--- src/logic/aisc_defines.svh ---
// Constants for the analog-input scan acquisition controller
`ifndef AISC_DEFINES_SVH
`define AISC_DEFINES_SVH
`define AISC_CH_W 4
`define AISC_RANGE_W 2
`define AISC_DIFF_OFFSET 4'h8
`define AISC_DATA_W 16
`define AISC_OUT_DEPTH 2'h2
`define AISC_SYNC_RESET 2'h0
`endif

--- src/logic/aisc_pkg.sv ---
// Types for the analog-input scan acquisition controller
`include "aisc_defines.svh"
package aisc_pkg;
	// Ground-reference selection per scan entry
	typedef enum logic [1:0] {
		AISC_TERM_RSE = 2'h0,
		AISC_TERM_NRSE = 2'h1,
		AISC_TERM_DIFF = 2'h2
	} aisc_term_t;

	// One scan-list entry
	typedef struct packed {
		logic [`AISC_CH_W-1:0] channel;
		logic [`AISC_RANGE_W-1:0] range;
		aisc_term_t term;
	} aisc_entry_t;

	// Settings sent to the input mux and amplifier
	typedef struct packed {
		logic [`AISC_CH_W-1:0] pos_ch;
		logic [`AISC_CH_W-1:0] neg_ch;
		logic neg_is_gnd;
		logic neg_is_sense;
		logic [`AISC_RANGE_W-1:0] range;
	} aisc_mux_t;

	// Sample word towards the host stream
	typedef struct packed {
		logic [`AISC_DATA_W-1:0] code;
		logic [`AISC_CH_W-1:0] channel;
	} aisc_sample_t;

	typedef enum logic [3:0] {
		AISC_IDLE = 4'h1,
		AISC_ARMED = 4'h2,
		AISC_RUN = 4'h4,
		AISC_CONV = 4'h8
	} aisc_state_t;
endpackage

--- src/logic/aisc_ctrl.sv ---
// Analog-input scan acquisition controller with sample buffering
//
// Contract
// - One software command yields exactly one conversion; it is accepted only in idle.
// - Hardware timing paced by internal or external sample clock.
// - Hardware-timed acquisition may start on a hardware trigger.
// - Timed samples go through a buffer and stream out as blocks.
// - Finite mode stops after the programmed sample total.
// - Continuous mode runs until host stop request; an overflow error also ends it.
// - Buffer overflow raises a reported error.
// - No hardware-timed single point; timed runs are finite or continuous.
// - Scan list in any order; each entry applies its own range.
// - Each entry carries its own terminal configuration.
// - Differential: input n positive, n plus 8 negative.
`timescale 1ns/100ps
`include "aisc_defines.svh"
module aisc_ctrl #(
	parameter int SCAN_DEPTH = 16,
	parameter int COUNT_W = 32,
	parameter int FIFO_DEPTH = 64,
	parameter int BLOCK_W = 8
) (
	input wire logic clock, // 200 MHz system clock
	input wire logic rst_b, // Async reset, active low
	input wire logic sw_conv_cmd, // One-cycle software conversion command
	input wire logic hw_start, // Start a hardware-timed run
	input wire logic hw_stop, // Host stop request
	input wire logic continuous, // 1 continuous, 0 finite
	input wire logic use_trigger, // Wait for trigger before sampling
	input wire logic ext_clk_sel, // 1 external sample clock
	input wire logic ext_sample_clk, // External sample clock pin
	input wire logic ext_trigger, // External start trigger pin
	input wire logic [COUNT_W-1:0] int_clk_div, // Internal clock period in cycles
	input wire logic [COUNT_W-1:0] sample_total, // Finite sample total
	input wire logic [$clog2(SCAN_DEPTH)-1:0] scan_len_m1, // Scan entries minus one
	input wire logic scan_wr, // Scan-list write strobe
	input wire logic [$clog2(SCAN_DEPTH)-1:0] scan_wr_idx, // Scan-list write index
	input wire aisc_pkg::aisc_entry_t scan_wr_entry, // Scan-list write data
	input wire logic err_clear, // Clear sticky overflow error
	output aisc_pkg::aisc_mux_t mux_cfg, // Mux and amplifier setting
	output logic adc_start, // Start one conversion
	input wire logic adc_done, // Conversion finished
	input wire logic [`AISC_DATA_W-1:0] adc_code, // Conversion result
	output aisc_pkg::aisc_sample_t sw_data, // Software-timed result
	output logic sw_valid, // Software result valid pulse
	output aisc_pkg::aisc_sample_t st_data, // Stream data word
	output logic st_valid, // Stream word valid
	input wire logic st_ready, // Stream sink ready
	output logic st_block_end, // Last word of a block
	output logic busy, // Hardware run active
	output logic overflow_err // Sticky overflow error
);
	import aisc_pkg::*;
	// Pointer and index widths follow the depth parameters
	localparam int AW = $clog2(FIFO_DEPTH);
	localparam int SW = $clog2(SCAN_DEPTH);

	// Scan list storage, written by host, read during scans
	aisc_entry_t scan_mem [SCAN_DEPTH];

	// Sample buffer array
	aisc_sample_t fifo_mem [FIFO_DEPTH];

	// Controller state apart from the two memories; one comb process fills the copy, one flop bank holds it
	typedef struct packed {
		aisc_state_t state;
		logic stop_req; // Stop seen during a run, kept until idle
		logic [1:0] ext_clk_s;
		logic [1:0] ext_trg_s;
		logic ext_clk_q;
		logic [COUNT_W-1:0] div_cnt;
		logic [COUNT_W-1:0] done_cnt;
		logic [SW-1:0] idx;
		logic sw_conv;
		logic err;
		aisc_mux_t mux;
		logic adc_start;
		aisc_sample_t sw_data;
		logic sw_valid;
		logic [AW-1:0] wr_ptr;
		logic [AW-1:0] rd_ptr;
		logic [AW:0] level;
		aisc_sample_t out0;
		aisc_sample_t out1;
		logic [1:0] out_cnt;
		logic [BLOCK_W-1:0] blk_cnt0;
		logic [BLOCK_W-1:0] blk_cnt1;
		logic [BLOCK_W-1:0] blk_cnt;
	} aisc_ctrl_state_t;

	// Registered state and its next value
	aisc_ctrl_state_t cur;
	aisc_ctrl_state_t next_cur;

	// Helper terms shared by the next-state logic
	aisc_entry_t entry;
	logic tick;
	logic ext_rise;
	logic fifo_push;
	logic fifo_pop;
	logic out_pop;
	logic fifo_full;
	logic fifo_empty;
	logic hw_done;
	logic stop_now;

	// Scan entry at the current index drives the mux one cycle later
	assign entry = scan_mem[cur.idx];

	// Scan-list writes; a write during a run takes effect at once
	always_ff @(posedge clock) begin
		if (scan_wr) begin
			scan_mem[scan_wr_idx] <= scan_wr_entry;
		end
	end

	// Buffer writes; memory needs no reset
	always_ff @(posedge clock) begin
		if (fifo_push) begin
			fifo_mem[cur.wr_ptr] <= '{code: adc_code, channel: cur.mux.pos_ch};
		end
	end

	// Sample tick from the chosen source; sync stage 1 is read only by stage 2
	assign ext_rise = cur.ext_clk_s[1] & ~cur.ext_clk_q;
	assign tick = ext_clk_sel ? ext_rise : (cur.div_cnt == '0);

	// Buffer fill flags; level counts up to the full depth, so it has one extra bit
	assign fifo_full = cur.level == (AW+1)'(FIFO_DEPTH);
	assign fifo_empty = cur.level == '0;

	// End of a hardware-timed conversion
	assign hw_done = adc_done && cur.state == AISC_CONV && !cur.sw_conv;

	// A stop held on the pin or latched earlier ends the run
	assign stop_now = hw_stop || cur.stop_req;

	// Timed conversion result goes into the buffer unless in error or the buffer is full
	assign fifo_push = hw_done && !cur.err && !fifo_full;

	// Refill the output stage whenever it has a free slot
	assign fifo_pop = !fifo_empty && cur.out_cnt < `AISC_OUT_DEPTH;

	// Word leaves when the sink takes it
	assign out_pop = st_valid && st_ready;

	// Next-state logic
	always_comb begin
		next_cur = cur;
		// Two-stage synchronisers for the pins, then the edge history bit
		next_cur.ext_clk_s = {cur.ext_clk_s[0], ext_sample_clk};
		next_cur.ext_trg_s = {cur.ext_trg_s[0], ext_trigger};
		next_cur.ext_clk_q = cur.ext_clk_s[1];
		// Pulses last one cycle unless set again below
		next_cur.adc_start = 1'b0;
		next_cur.sw_valid = 1'b0;
		// Internal divider reloads so the period is int_clk_div cycles
		// A divide value of zero acts as the largest count, so keep it at one or more
		if (cur.div_cnt == '0 || cur.state == AISC_IDLE) begin
			next_cur.div_cnt = int_clk_div - COUNT_W'(1);
		end else begin
			next_cur.div_cnt = cur.div_cnt - COUNT_W'(1);
		end
		// Overflow: set wins over clear so no event is lost
		if (err_clear) begin
			next_cur.err = 1'b0;
		end
		// A full buffer cannot take the word: drop it and flag the loss
		if (hw_done && fifo_full) begin
			next_cur.err = 1'b1;
		end
		// Latch a stop so a short request during a conversion is not missed
		if (hw_stop && cur.state != AISC_IDLE) begin
			next_cur.stop_req = 1'b1;
		end
		// Sequencer: idle, waiting for trigger, waiting for a tick, converting
		unique case (cur.state)
			AISC_IDLE: begin
				next_cur.idx = '0;
				next_cur.done_cnt = '0;
				next_cur.stop_req = 1'b0;
				if (sw_conv_cmd) begin
					// Single on-demand conversion of the first entry
					next_cur.sw_conv = 1'b1;
					next_cur.adc_start = 1'b1;
					next_cur.state = AISC_CONV;
				end else if (hw_start && !cur.err) begin
					// Only buffered runs exist: finite or continuous
					next_cur.sw_conv = 1'b0;
					next_cur.state = use_trigger ? AISC_ARMED : AISC_RUN;
				end
			end
			AISC_ARMED: begin
				if (stop_now) begin
					next_cur.state = AISC_IDLE;
				// Trigger level after synchronising releases the run
				end else if (cur.ext_trg_s[1]) begin
					next_cur.state = AISC_RUN;
				end
			end
			AISC_RUN: begin
				if (stop_now || cur.err) begin
					next_cur.state = AISC_IDLE;
				end else if (!continuous && cur.done_cnt >= sample_total) begin
					next_cur.state = AISC_IDLE;
				end else if (tick) begin
					next_cur.adc_start = 1'b1;
					next_cur.state = AISC_CONV;
				end
			end
			AISC_CONV: begin
				if (adc_done) begin
					if (cur.sw_conv) begin
						// Result goes straight to the software register, not the buffer
						next_cur.sw_data = '{code: adc_code, channel: cur.mux.pos_ch};
						next_cur.sw_valid = 1'b1;
						next_cur.state = AISC_IDLE;
					end else begin
						next_cur.done_cnt = cur.done_cnt + COUNT_W'(1);
						// Step and wrap the scan list
						next_cur.idx = (cur.idx == scan_len_m1) ? '0 : cur.idx + SW'(1);
						next_cur.state = (stop_now || next_cur.err) ? AISC_IDLE : AISC_RUN;
					end
				end
			end
			default: begin
				next_cur.state = AISC_IDLE;
			end
		endcase
		// Mux follows the current entry
		next_cur.mux.range = entry.range;
		next_cur.mux.pos_ch = entry.channel;
		next_cur.mux.neg_ch = '0;
		next_cur.mux.neg_is_gnd = entry.term == AISC_TERM_RSE;
		next_cur.mux.neg_is_sense = entry.term == AISC_TERM_NRSE;
		if (entry.term == AISC_TERM_DIFF) begin
			// Only the low half may be a differential positive input
			next_cur.mux.pos_ch = {1'b0, entry.channel[`AISC_CH_W-2:0]};
			next_cur.mux.neg_ch = {1'b0, entry.channel[`AISC_CH_W-2:0]}
				+ `AISC_DIFF_OFFSET;
		end
		// Buffer pointers
		if (fifo_push) begin
			next_cur.wr_ptr = cur.wr_ptr + AW'(1);
		end
		if (fifo_pop) begin
			next_cur.rd_ptr = cur.rd_ptr + AW'(1);
		end
		// Level moves by push minus pop; both may happen in one cycle
		next_cur.level = cur.level + (AW+1)'(fifo_push) - (AW+1)'(fifo_pop);
		// Two-entry output stage: receiver stall loses nothing
		if (out_pop) begin
			next_cur.out0 = cur.out1;
			next_cur.blk_cnt0 = cur.blk_cnt1;
			next_cur.out_cnt = cur.out_cnt - 2'h1;
		end
		// A popped word fills the first free slot of the stage
		if (fifo_pop) begin
			next_cur.blk_cnt = cur.blk_cnt + BLOCK_W'(1);
			if (next_cur.out_cnt == 2'h0) begin
				next_cur.out0 = fifo_mem[cur.rd_ptr];
				next_cur.blk_cnt0 = cur.blk_cnt;
			end else begin
				next_cur.out1 = fifo_mem[cur.rd_ptr];
				next_cur.blk_cnt1 = cur.blk_cnt;
			end
			next_cur.out_cnt = next_cur.out_cnt + 2'h1;
		end
	end

	// State register
	// Synchronisers reset to the idle pin level so no false edge follows reset
	always_ff @(posedge clock or negedge rst_b) begin
		if (!rst_b) begin
			cur <= '0;
			cur.state <= AISC_IDLE;
			cur.ext_clk_s <= `AISC_SYNC_RESET;
			cur.ext_trg_s <= `AISC_SYNC_RESET;
		end else begin
			cur <= next_cur;
		end
	end

	// Converter side: mux setting and start pulse straight from flops
	assign mux_cfg = cur.mux;
	assign adc_start = cur.adc_start;

	// Software-timed result
	assign sw_data = cur.sw_data;
	assign sw_valid = cur.sw_valid;

	// Stream side; valid is the only combinational handshake term
	assign st_data = cur.out0;
	assign st_valid = cur.out_cnt != 2'h0;
	// Held count of an emptied stage is stale, so the flag is gated by valid
	assign st_block_end = st_valid && cur.blk_cnt0 == '1;

	// Run status; a software conversion never counts as a timed run
	assign busy = cur.state != AISC_IDLE && !cur.sw_conv;
	assign overflow_err = cur.err;
endmodule

--- config.mk ---
export PLATFORM = sky130hd
export DESIGN_NAME = aisc_ctrl
export DESIGN_NICKNAME = d
export VERILOG_FILES = /design/src/logic/aisc_pkg.sv /design/src/logic/aisc_ctrl.sv
export VERILOG_INCLUDE_DIRS = /design/src /design/src/logic
export SDC_FILE = /design/constraint.sdc
export NUM_CORES = 2
export LEC_CHECK = 0
export ABC_CLOCK_PERIOD_IN_PS = 4150
export BUFFER_PORTS_ARGS = -buffer_cell sky130_fd_sc_hd__buf_2
export CAP_MARGIN = 10
export CORE_MARGIN = 8
export CORE_UTILIZATION = 37
export DETAILED_ROUTE_END_ITERATION = 6
export PLACE_DENSITY = 0.61
export SYNTH_ARGS = -nofsm -noshare
export SYNTH_HDL_FRONTEND = slang
export SYNTH_SLANG_ARGS = --single-unit
--- constraint.sdc ---
create_clock -name clock -period 4.15 [get_ports clock]
set_input_delay 0.83 -clock clock [delete_from_list [all_inputs] [get_ports clock]]
set_output_delay 0.83 -clock clock [all_outputs]
set_load 0.01 [all_outputs]
After elaboration in Yosys (flattened, before gate mapping). Memory sizes are Yosys's and may differ from the RTL's. Cells that the tools add are included. Widths: inputs -> output; s select.

Memories: 2. Memory bits (writable): 1408. Register bits: 199.

Memory list: fifo_mem (words 64, width 20, read ports 1, clocked after memory_dff 0, write ports 1, RTL line aisc_ctrl.sv:62) `aisc_sample_t fifo_mem [FIFO_DEPTH];`; scan_mem (words 16, width 8, read ports 1, clocked after memory_dff 0, write ports 1, RTL line aisc_ctrl.sv:59) `aisc_entry_t scan_mem [SCAN_DEPTH];`.

Reduce and logical (&&, ||, !) cells: 34. Bitwise operators: 3. Equality and inequality tests: 15. Muxes and demuxes: 44. $add $sub $neg: 12. $lt $le $gt $ge: 2.

Operators with widths (count): $mux 36 (2); $pmux 36 s2 (1); $mux 66 (1); $sub 32x1->32 const B (2); $mux 20 (3); $mux 4 (9); $add 32x1->32 const B (1); $ge 32x32->1 (1); $logic_not 32->1 (1); $mux 32 (1); $mux 8 (3); $mux 1 (18); $pmux 4 s4 (1); $add 6x1->6 const B (2); $logic_and 1x1->1 (12); $mux 10 (1); $mux 3 (3); $add 8x1->8 const B (1); $eq 8x8->1 const B (1); $reduce_bool 2->1 (4); $add 7x1->7 (1); $eq 7x7->1 const B (1); $logic_not 7->1 (1); $sub 7x1->7 (1); 26 further kinds (38).

Depth between registers and ports, before layout.
Depth in word-level cells: 10. Mapped depth: 20. Mapped depth without buffers: 19.

Worst setup path before layout. No wires, ideal clock.

Path kind: reg2reg. Start point: reg cur[182] (netlist bit). End point: reg cur[185] (netlist bit). Library setup time: 0.129 ns. Required time: 4.021 ns. Arrival: 3.832 ns. Path slack: 0.189 ns. Cell stages (with the launch flop): 17. Clock period less this slack: 3.961 ns. Path through: dfrtp_1 or4_4 nor4b_4 nand3_2 nand2_4 buf_4 buf_4 buf_2 mux2i_1 ha_1 clkbuf_1 nor4b_1 nor2b_1 mux2i_1 nor3b_1 xnor2_1 mux2i_1.

RTL lines: from (decl) (RTL line aisc_ctrl.sv:92) `aisc_ctrl_state_t cur;`; from (signal assigned) (RTL line aisc_ctrl.sv:280) `cur <= next_cur;`.

==> metrics.md <==
| Metric | Value |
|---|---|
| Drt drc | 0 |
| Clock Sinks | 1607 |
| Req. time, crit path | 4.79 ns |
| Pre-CTS setup slack | around 0.42 ns |
| Proportion of layout cells with a drive suffix above 1 | around a third |
| Final WL | 154300 um |
| CTS Buffer Depth | 3 |
| Sequential-to-total area share from yosys stat | about 73% |
| # IOs | between 150 and 200 |
| Critical path peak fanout | 8 |
| Clock Root Buffer | clkbuf_16 |
| CP Capture Type | flip-flop |
| Max rail drop VDD | between 0.4 and 0.5 mV |
| Met3 wire len | 8038 um |
| DR pass1 iterations | 5 |
| Pin count of the biggest net entering global routing | 94 |
| Hold WC Path Type | in2async |
| WS Path Type | reg2reg |
| Core box area | ~170000 um^2 |
| Register Area | ~47000 um^2 |
| Gpl congestion | between 0.8 and 0.9 |
| Post-CTS resize count | 0 |
| Die footprint | roughly 190000 um^2 |
| Placed Instance Area | roughly 69000 um^2 |
| Max Slew Vio Count | 0 |
| Max stage delay on crit path | roughly 0.63 ns |
| Yosys cell types | 76 |
| Routed via count | approximately 32000 |
| Reg2reg path depth | 12 |
| First-pass GRT wire length | about 220000 um |
| Top_reg_cell synth | edfxtp_1 |
| Die Wd | between 400 and 500 um |
| Leakage power | 24.47 nW |
| Setup Total Neg Slack | 0 ns |
| Slew margin rel. | roughly 26% |
| Ys async rst share | between 10% and 20% |
| Final period util | between 90% and 100% |
| Input/output buffers | about 170 |
| Fillcell total | between 15000 and 20000 |
| # setup viols final | 0 |
| Post-Syn Nets | approximately 3400 |
| DR WL/cell | between 20 and 30 um |
| Initial antenna violation count | 5 |
| Min Tclk post-route | 3.749 ns |
| Register-to-register setup slack | between 0.4 and 0.5 ns |
| 1st-iter DRT viols | approximately 3000 |
| Setup ws final | 0.4008 ns |
| FF+latch count, synth | ~1600 |
| CTS tree | yes |
| YS warnings | 0 |
| Antenna violation net count after detailed routing | 0 |
| CP Cell Sequence | or4_1, nor4b_4, nand3_2, nand2_4, mux2i_1, ha_1, nor4b_1, nor2b_1, mux2i_1, nor3b_1, xnor2_1, mux2i_1 |
| Most frequent cells after synthesis | 1408 x edfxtp_1, 419 x mux4_2, 198 x dfrtp_1 |
| Die height | about 430 um |
| Met1 WL | around 63000 um |
| CTS Hold Bufs | 0 |
| Post-synth EDFFs | 1408 |
| Startpoint types | flip-flop |
| WHS | approximately 0.057 ns |
| Reg-to-reg endpoint | cur[185] |
| Num CTS Buffers | roughly 160 |
| # rows | roughly 150 |
| Slowest-stage cell, CP | or4_1 |
| Vias per std cell | approximately 5.3 |
| Synth area leaders | edfxtp_1 65%, mux4_2 15%, dfrtp_1 7.7% |
| Worst-Skew Late Latency | 0.79 ns |
| DPL Wire Length | ~94000 um |
| Most used cell, CP | mux2i_1 |
| Most area-hungry cell type in the Yosys netlist | edfxtp_1 |
| CTS clk-pin slew, worst paths | 0.06 ns |
| CTS H-tree lvls | 4 |
| Share of the synthesized area in the top cell type | 65.50% |
| Final hold violation count | 0 |
| Nets | around 3700 |
| RSZ-0062 raised after global routing | false |
| Fin Clk Skew | 0.03142 ns |
| Status | completed |
| Top sig layer | met4 |
| Slew @ Worst Pin | ~1.1 ns |
| Finished Cell Area | approximately 74000 um^2 |
| Area grow syn2layout | 14.77% |
| Max frequency | about 270 MHz |
| Most numerous cell in the Yosys netlist | edfxtp_1 |
| Syn_area_per_cell | between 15 and 20 um^2 |
| Vias in the first global route | about 33000 |
| Post-Syn Area | approximately 65000 um^2 |
| Reg-to-reg critical path startpoint | cur[172] |
| Routed wl met2 | around 79000 um |
| Crit path DAT | 4.39 ns |
| Area of the multi-input gates | 16270 um^2 |
| Max_cap viols | 0 |
| Global route overflow | 0 |
| Initial core utilization | between 30% and 40% |
| Total Routing Usage GR | between 10% and 20% |
| Setup Fix Bufs, Post-CTS | 0 |
| Total power | around 47 mW |
| Pwr Density | approximately 630 nW/um^2 |
| Cells after Synth | between 3000 and 4000 |
## critical path, delay by kind of cell (launching register included)
kind	cells	cell delay [ns]
DFF	1	0.40
adders and majority gates	1	0.38
and+or+nand+nor	7	2.16
muxes	3	0.51
xor gates and xnor gates	1	0.15
## area by class of cell
class	count	share of cell area [%]
Multi-Input combinational cell	1387	21.96
Timing Repair Buffer	326	3.124
Clock inverter	90	1.108
Sequential cell	1607	63.83
Clock buffer	200	5.788
Antenna cell	3	0.01013
Tap cell	2325	3.927
Inverter	51	0.2584
## placed cells by master (no fill, tap or decap), types with 22 or more instances in the layout
cell / count
edfxtp_1: 1408
mux4_2: 419
dfrtp_1: 187
buf_2: 166
clkbuf_16: 163
buf_4: 137
nand2_1: 111
nor2_1: 103
mux2i_1: 80
o21ai_0: 77
mux2_2: 77
a21oi_1: 66
nor2_2: 64
xnor2_1: 54
inv_1: 51
ha_1: 49
xor2_1: 39
clkinv_1: 37
clkbuf_1: 30
or3_1: 28
nand3_1: 27
buf_12: 22
## layer usage
metal,up-vias,track usage (%)
met4,0,4.993
met3,188,2.400
met1,17170,20.95
li1,13670,-
met2,918,27.91
met5,-,0
## metrics by stage
step           cells  utilization (%)
6_report        5989            42.67
5_1_grt         5987            42.67
4_1_cts         5986            42.66
3_5_place_dp    5696            39.72
3_3_place_gp    5696            39.72
2_1_floorplan   3249                -
## state kept, by name, indices dropped and copies added, names as in the netlist
signal,flops
scan_mem,128
fifo_mem,1280
mux_cfg,12
st_data,20
adc_start,1
sw_data,20
overflow_err,1
cur,144
sw_valid,1
## worst max-delay path by stage
| stage | startpoint | to | depth (start not counted) |
|---|---|---|---|
| 2_1_floorplan | cur[182] | cur[185] | 16 |
| 3_3_place_gp | cur[172] | cur[185] | 12 |
| 3_5_place_dp | cur[172] | cur[185] | 12 |
| 4_1_cts | cur[172] | cur[179] | 13 |
| 5_1_grt | cur[176] | cur[179] | 13 |
| 6_report | cur[172] | cur[185] | 12 |
## report_power, final
part           switching (mW)  leakage (nW)  total [mW]  internal (mW)
sequential              0.947          15.1        19.4           18.5
combinational            6.88          6.84        13.2           6.31
clock                    6.08          2.49        14.2           8.09
total                    13.9          24.5        46.8           32.9
## cell families after synthesis
logic type      after synthesis  synth area share (%)
xor+xnor                     93                 1.262
mux                         577                 17.22
flops                      1607                 73.21
buf+inv                     255                 1.867
simple gates                472                 3.644
fa+ha+maj                    50                0.9808
compound gates              195                 1.810
Note: power is estimated with default switching activity, not from simulation.
